[config.mk]
export PLATFORM = sky130hd
export DESIGN_NAME = fsirq_top
export DESIGN_NICKNAME = d
export VERILOG_FILES = /design/src/verilog/fsirq_pkg.sv /design/src/verilog/fsirq_top.sv
export VERILOG_INCLUDE_DIRS = /design/src /design/src/verilog
export SDC_FILE = /design/constraint.sdc
export NUM_CORES = 1
export LEC_CHECK = 0
export ABC_AREA = 1
export BUFFER_PORTS_ARGS = -buffer_cell sky130_fd_sc_hd__buf_2
export CELL_PAD_IN_SITES_DETAIL_PLACEMENT = 1
export CELL_PAD_IN_SITES_GLOBAL_PLACEMENT = 1
export CORE_ASPECT_RATIO = 0.5
export CORE_MARGIN = 5
export CORE_UTILIZATION = 40
export DETAILED_ROUTE_END_ITERATION = 10
export MAX_ROUTING_LAYER = met4
export PLACE_DENSITY = 0.91
export SLEW_MARGIN = 15
export SYNTH_ARGS = -nofsm -noshare
export SYNTH_HDL_FRONTEND = slang
export SYNTH_SLANG_ARGS = --single-unit
[constraint.sdc]
create_clock -name core_clk_in -period 11.45 [get_ports core_clk_in]
set_clock_uncertainty 0.1 [all_clocks]
set_input_delay 1.7175 -clock core_clk_in [delete_from_list [all_inputs] [get_ports core_clk_in]]
set_output_delay 1.7175 -clock core_clk_in [all_outputs]
set_load 0.01 [all_outputs]
[src/verilog/fsirq_params.svh]
// offsets, field positions, reset values and counts for the framer status block
`ifndef FSIRQ_PARAMS_SVH
`define FSIRQ_PARAMS_SVH

`define FSIRQ_ADDR_W          8
`define FSIRQ_DATA_W          16
// register indices; byte address is four times the index
`define FSIRQ_IDX_STATUS      8'h12
`define FSIRQ_IDX_MASK        8'h14
`define FSIRQ_IDX_CTRL        8'h1a
`define FSIRQ_IDX_MASTER      8'h1c
`define FSIRQ_ADDR_STATUS     8'h48
`define FSIRQ_ADDR_MASK       8'h50
`define FSIRQ_ADDR_CTRL       8'h68
`define FSIRQ_ADDR_MASTER     8'h70
// status and mask field positions
`define FSIRQ_BIT_SIG_LOST    0
`define FSIRQ_BIT_FRM_LOST    1
`define FSIRQ_BIT_ALM_IND     2
`define FSIRQ_BIT_REM_ALM     3
`define FSIRQ_BIT_IDLE        4
`define FSIRQ_BIT_TXSOF       5
`define FSIRQ_BIT_RXSOF       6
`define FSIRQ_NUM_ALARM       5
`define FSIRQ_NUM_STAT        7
// control fields
`define FSIRQ_CTRL_E3         0
`define FSIRQ_CTRL_CBIT       1
`define FSIRQ_MASTER_EN       0
// reset values
`define FSIRQ_MASK_RST        7'h00
`define FSIRQ_CTRL_RST        2'h0
`define FSIRQ_MASTER_RST      1'h0
// framing loss windows and thresholds
`define FSIRQ_FWIN            16
`define FSIRQ_FERR_LIM        3
`define FSIRQ_MWIN            4
`define FSIRQ_MERR_LIM        2
// consecutive multiframes for remote alarm set and clear
`define FSIRQ_REM_CNT         4
`define FSIRQ_REM_SPAN_US     426

`endif

[src/verilog/fsirq_pkg.sv]
// types shared by the framer status and interrupt block
package fsirq_pkg;

	typedef struct packed {
		logic idle_pattern_seen;
		logic remote_alarm;
		logic alarm_indication;
		logic frame_lost;
		logic signal_lost;
	} fsirq_alarm_s;

	typedef struct packed {
		logic       f_valid;
		logic       f_err;
		logic       m_valid;
		logic       m_err;
		logic       resync;
		logic       mframe;
		logic [1:0] x_bits;
	} fsirq_t3_ovh_s;

	typedef enum logic {
		FSIRQ_RALM_IDLE,
		FSIRQ_RALM_ACTIVE
	} fsirq_ralm_e;

endpackage

[src/verilog/fsirq_top.sv]
// framer alarm status latching, masking and interrupt request
`timescale 1ns/1ns
`default_nettype none
`include "fsirq_params.svh"

module fsirq_top
#(
	parameter int ADDR_W = `FSIRQ_ADDR_W,
	parameter int DATA_W = `FSIRQ_DATA_W
)
(
	input  wire logic                  core_clk_in,
	input  wire logic                  srst_in,
	input  wire logic [ADDR_W-1:0]     addr_in,
	input  wire logic [DATA_W-1:0]     wr_data_in,
	input  wire logic                  wr_en_in,
	input  wire logic                  rd_en_in,
	output var  logic [DATA_W-1:0]     rd_data_out,
	input  wire fsirq_pkg::fsirq_alarm_s alarm_in,
	input  wire fsirq_pkg::fsirq_t3_ovh_s t3_ovh_in,
	input  wire logic                  tx_frame_start_in,
	input  wire logic                  rx_frame_start_in,
	output var  logic                  tx_frame_pulse_out,
	output var  logic                  rx_frame_pulse_out,
	output var  logic                  irq_out
);

	localparam int NA = `FSIRQ_NUM_ALARM;
	localparam int NS = `FSIRQ_NUM_STAT;

	logic [NS-1:0]              status_reg;
	logic [NS-1:0]              status_next;
	logic [NS-1:0]              mask_reg;
	logic [1:0]                 ctrl_reg;
	logic                       master_reg;
	logic [NA-1:0]              cond_prev_reg;
	logic [NA-1:0]              chg_reg;
	logic [NA-1:0]              chg_next;
	logic [`FSIRQ_FWIN-1:0]     fhist_reg;
	logic [`FSIRQ_MWIN-1:0]     mhist_reg;
	logic                       t3_flost_reg;
	logic [2:0]                 ralm_cnt_reg;
	fsirq_pkg::fsirq_ralm_e     ralm_state_reg;
	fsirq_pkg::fsirq_ralm_e     ralm_state_next;

	// address decode
	wire sel_status = addr_in == `FSIRQ_ADDR_STATUS;
	wire sel_mask   = addr_in == `FSIRQ_ADDR_MASK;
	wire sel_ctrl   = addr_in == `FSIRQ_ADDR_CTRL;
	wire sel_master = addr_in == `FSIRQ_ADDR_MASTER;
	wire rd_status  = rd_en_in && sel_status;
	wire e3_mode    = ctrl_reg[`FSIRQ_CTRL_E3];

	// t3 frame loss windows; e3 takes the external detector
	wire [`FSIRQ_FWIN-1:0] fhist_next = {fhist_reg[`FSIRQ_FWIN-2:0], t3_ovh_in.f_err};
	wire [`FSIRQ_MWIN-1:0] mhist_next = {mhist_reg[`FSIRQ_MWIN-2:0], t3_ovh_in.m_err};
	wire f_trip = t3_ovh_in.f_valid && ($countones(fhist_next) >= `FSIRQ_FERR_LIM);
	wire m_trip = t3_ovh_in.m_valid && ($countones(mhist_next) >= `FSIRQ_MERR_LIM);

	// remote alarm: both x bits zero for four consecutive multiframes sets it, both one for four clears it
	wire x_zero = t3_ovh_in.x_bits == 2'h0;
	wire x_one  = t3_ovh_in.x_bits == 2'h3;
	wire x_opp  = (ralm_state_reg == fsirq_pkg::FSIRQ_RALM_IDLE) ? x_zero : x_one;
	wire ralm_hit = t3_ovh_in.mframe && x_opp && (ralm_cnt_reg == 3'(`FSIRQ_REM_CNT - 1));
	wire ralm_on  = ralm_state_reg == fsirq_pkg::FSIRQ_RALM_ACTIVE;

	always_comb
	begin
		ralm_state_next = ralm_state_reg;
		case (ralm_state_reg)
			fsirq_pkg::FSIRQ_RALM_IDLE:
				if (ralm_hit)
					ralm_state_next = fsirq_pkg::FSIRQ_RALM_ACTIVE;
			fsirq_pkg::FSIRQ_RALM_ACTIVE:
				if (ralm_hit)
					ralm_state_next = fsirq_pkg::FSIRQ_RALM_IDLE;
			default:
				ralm_state_next = fsirq_pkg::FSIRQ_RALM_IDLE;
		endcase
	end

	// far end alarm codes do not feed this bit, software reads them elsewhere
	wire [NA-1:0] cond = {alarm_in.idle_pattern_seen,
		e3_mode ? alarm_in.remote_alarm : ralm_on,
		alarm_in.alarm_indication,
		e3_mode ? alarm_in.frame_lost : t3_flost_reg,
		alarm_in.signal_lost};

	// set wins over the read clear so no event is lost
	assign status_next[NA-1:0] = cond | (status_reg[NA-1:0] & ~{NA{rd_status}});
	assign status_next[`FSIRQ_BIT_TXSOF] = tx_frame_start_in
		| (status_reg[`FSIRQ_BIT_TXSOF] & ~rd_status);
	assign status_next[`FSIRQ_BIT_RXSOF] = rx_frame_start_in
		| (status_reg[`FSIRQ_BIT_RXSOF] & ~rd_status);
	assign chg_next = (cond ^ cond_prev_reg) | (chg_reg & ~{NA{rd_status}});

	// pending sources: alarm changes plus frame start settings
	wire [NS-1:0] pend = {status_reg[`FSIRQ_BIT_RXSOF], status_reg[`FSIRQ_BIT_TXSOF], chg_reg};
	wire irq_next = master_reg && |(pend & mask_reg);

	// read mux; unused bits read zero
	wire [DATA_W-1:0] rd_mux =
		sel_status ? DATA_W'(status_reg) :
		sel_mask   ? DATA_W'(mask_reg) :
		sel_ctrl   ? DATA_W'(ctrl_reg) :
		sel_master ? DATA_W'(master_reg) : '0;

	always_ff @(posedge core_clk_in)
	begin
		if (srst_in)
		begin
			status_reg    <= '0;
			chg_reg       <= '0;
			cond_prev_reg <= '0;
		end
		else
		begin
			status_reg    <= status_next;
			chg_reg       <= chg_next;
			cond_prev_reg <= cond;
		end
	end

	always_ff @(posedge core_clk_in)
	begin
		if (srst_in)
		begin
			mask_reg   <= `FSIRQ_MASK_RST;
			ctrl_reg   <= `FSIRQ_CTRL_RST;
			master_reg <= `FSIRQ_MASTER_RST;
		end
		else if (wr_en_in)
		begin
			if (sel_mask)
				mask_reg <= wr_data_in[NS-1:0];
			if (sel_ctrl)
				ctrl_reg <= wr_data_in[1:0];
			if (sel_master)
				master_reg <= wr_data_in[`FSIRQ_MASTER_EN];
		end
	end

	always_ff @(posedge core_clk_in)
	begin
		if (srst_in)
		begin
			fhist_reg    <= '0;
			mhist_reg    <= '0;
			t3_flost_reg <= 1'b0;
		end
		else
		begin
			if (t3_ovh_in.f_valid)
				fhist_reg <= fhist_next;
			if (t3_ovh_in.m_valid)
				mhist_reg <= mhist_next;
			if (f_trip || m_trip)
				t3_flost_reg <= 1'b1;
			else if (t3_ovh_in.resync)
				t3_flost_reg <= 1'b0;
		end
	end

	// counter restarts whenever the run of matching multiframes breaks
	always_ff @(posedge core_clk_in)
	begin
		if (srst_in)
		begin
			ralm_state_reg <= fsirq_pkg::FSIRQ_RALM_IDLE;
			ralm_cnt_reg   <= '0;
		end
		else
		begin
			ralm_state_reg <= ralm_state_next;
			if (t3_ovh_in.mframe)
				ralm_cnt_reg <= (x_opp && !ralm_hit) ? ralm_cnt_reg + 3'h1 : 3'h0;
		end
	end

	always_ff @(posedge core_clk_in)
	begin
		if (srst_in)
		begin
			rd_data_out        <= '0;
			irq_out            <= 1'b0;
			tx_frame_pulse_out <= 1'b0;
			rx_frame_pulse_out <= 1'b0;
		end
		else
		begin
			rd_data_out        <= rd_en_in ? rd_mux : '0;
			irq_out            <= irq_next;
			tx_frame_pulse_out <= tx_frame_start_in;
			rx_frame_pulse_out <= rx_frame_start_in;
		end
	end

endmodule // fsirq_top
`default_nettype wire

==> reports/metrics.yaml <==
setup_violations: 0
fin_cells: 525
cts_tree: "done"
arrival_ns: 4.99
postCtsSetupRepairBufs: 0
ys_ff_latch: 60
ff2ff_path_depth: 12
yosysTopAreaCellShare: 0.412
maxSlewHeadroom: 0.654
cts-root-buf: "clkbuf_16"
cts_buffers: 9
cts_hold_buf: 0
hp-class: "flip-flop to flip-flop"
worstMarginPinSlew_ns: 0.517
antenna_found_initial: 0
die_area_um2: 9190
total_power_uw: 620
globalRouteTotalUtil: 0.213
finalNetCount: 485
yosys-top-cells-area: "dfxtp_1 41%, nand2_1 9.3%, inv_1 8.5%, a21oi_1 7.7%, fa_1 7.6%"
dpl_cell_area_um2: 3160
worstHoldStart: "chg_reg[2]"
routed_wl_um: 9010
drive_above_1_share: 0.186
min_period_over_period: 0.428
overflow: 0
seq_area_um2: 1200
clkTransAtPathRegs_ns: 0.05
synth_top_area_cell: "dfxtp_1"
multiInputGateArea_um2: 1340
status: "complete, no violations"
grt_pass1_wl_um: 14700
powerDensity_nw_per_um2: 178
pin_count: 62
yosysWarnings: 0
syn-instance-count: 381
max_freq_ghz: 0.204
timing.rr.end: "t3_flost_reg"
crit_type: "primary input to flip-flop"
holdPathStages: 2
grt_pass1_vias: 2929
final_area_um2: 3490
drc: 0
rsz0062_at_grt: "false"
final.setup.worst_slack_ns: 6.55
core_um2: 7210
wl_per_cell_um: 17.2
whs_endpoint: "chg_reg[2]"
drt_iter0_drc: 133
endpoint_kind: "flip-flop"
r2r_slack_ns: 7.67
num_antenna_cells: 0
cp-start-kind: "primary input"
dpl.hpwl_um: 5310
ys_types: 28
areaGrowthSynthToFinish_pct: 19.7
placementRows: 22
worstPathRequired_ns: 11.54
grt_max_degree: 32
dr.pass1.iters: 4
crit-reg2reg-launch: "fhist_reg[4]"
via_per_inst: 5.00
dp_worst_setup_slack_ns: 6.22
synth_area_um2: 2910
setup-tns-final_ns: 0
largest_reg_flops: 15
drv_slew: 0
maxCapViolCount: 0
syn_area_per_cell_um2: 7.65
period_minus_slack_ns: 4.90
dieWidth_um: 131
clk_path_buf_depth: 2
final_hold_viol_count: 0
vdd_drop_max_v: 0.0000926
num_vias: 2626
start_util: 0.404
power.leakage_nw: 1.66
post-place-cells: 509
gp_congestion: 0.776
path_max_fanout: 2
port_buffers: 43
cts_resized: 0
nFillCells: 907
clkLatencyLatePin_ns: 0.34
postRouteAntennaNets: 0
die_h_um: 70.3
clock_sinks: 60
seq_area_frac_synth: 0.412
htreeDepth: 3
-- cells in the mapped netlist (all sizes together) --
library cell / n
nand2: 74
inv: 73
dfxtp: 60
a21oi: 45
nor2: 35
o21ai: 21
nand3: 19
buf: 15
fa: 11
ha: 7
nand4: 5
clkbuf: 4
xnor2: 3
clkinv: 2
nand3b: 2
xor2: 2
conb: 1
o211a: 1
or2: 1
-- area by class of cell --
| cell class | count | share of cell area |
|---|---|---|
| inverters | 75 | 0.0814 |
| clock inverters | 6 | 0.0248 |
| clock buffers | 10 | 0.0685 |
| multi-input cells | 235 | 0.385 |
| repair buffers | 43 | 0.0617 |
| flip-flops and latches | 60 | 0.344 |
| well taps | 96 | 0.0344 |
-- where the power goes --
part	internal [mW]	switching [mW]	leakage, nW	total, mW
registers	0.221	0.00819	0.492	0.229
clock network	0.196	0.101	0.159	0.297
logic	0.0359	0.0569	1.01	0.0929
total	0.453	0.166	1.66	0.620
-- metrics by stage --
stage	utilization	hold slack [ns]
after global placement	0.438	0.349
final	0.484	0.377
after global routing	0.484	0.390
after floorplan	-	0.334
after CTS	0.484	0.374
after detailed placement	0.438	0.358
-- layer usage --
layer	track usage	wire length (um)	up-vias
met5	-	0	-
met4	0.116	359	0
met1	0.228	3560	1271
met3	0.0420	385	34
met2	0.370	4700	70
li1	-	-	1251
-- worst max-delay path by stage --
stage | from | endpoint | slack, ns | depth (start not counted)
after global placement | t3_ovh_in[6] | t3_flost_reg | 6.30 | 13
after CTS | t3_ovh_in[6] | t3_flost_reg | 6.53 | 13
after detailed placement | t3_ovh_in[6] | t3_flost_reg | 6.22 | 13
after global routing | t3_ovh_in[6] | t3_flost_reg | 6.39 | 13
final | t3_ovh_in[6] | t3_flost_reg | 6.55 | 13
after floorplan | t3_ovh_in[6] | t3_flost_reg | 6.58 | 12
-- kinds of logic after synthesis --
kind of cell,share of synthesized area
fa+ha+maj,0.106
xor+xnor,0.0150
simple gates,0.211
compound gates,0.117
buf+inv,0.137
flops,0.412
other cells,0.00129
-- worst max-delay path: stages --
cell	delay, ns
buf_2	0.08
inv_1	0.05
fa_1	0.58
fa_1	0.45
fa_1	0.48
fa_1	0.50
inv_1	0.05
ha_1	0.21
fa_1	0.43
a21oi_1	0.15
nand3_1	0.12
nand2_1	0.09
a21oi_1	0.09
-- cell usage in the layout, fill, tap and decap left out --
cell type | netlist | routed
nand2_2 | 2 | 2
fa_1 | 11 | 11
clkbuf_8 | 0 | 1
clkbuf_16 | 0 | 9
clkinv_2 | 0 | 2
clkinvlp_4 | 0 | 1
inv_2 | 6 | 6
nor2_2 | 9 | 9
nor2_1 | 23 | 23
clkinv_1 | 2 | 2
a21oi_1 | 45 | 45
bufinv_16 | 0 | 2
conb_1 | 1 | 9
inv_6 | 0 | 1
o211a_1 | 1 | 1
xnor2_1 | 3 | 3
nand3b_1 | 2 | 2
nor2_8 | 1 | 1
ha_1 | 7 | 7
nor2_4 | 2 | 2
inv_1 | 66 | 66
xor2_1 | 2 | 2
nand4_1 | 5 | 5
or2_0 | 1 | 1
nand3_1 | 19 | 19
o21ai_1 | 3 | 3
nand2_1 | 72 | 72
inv_4 | 1 | 1
dfxtp_1 | 60 | 60
buf_2 | 3 | 43
o21ai_0 | 18 | 18
Power figures use the tool's default switching activity.
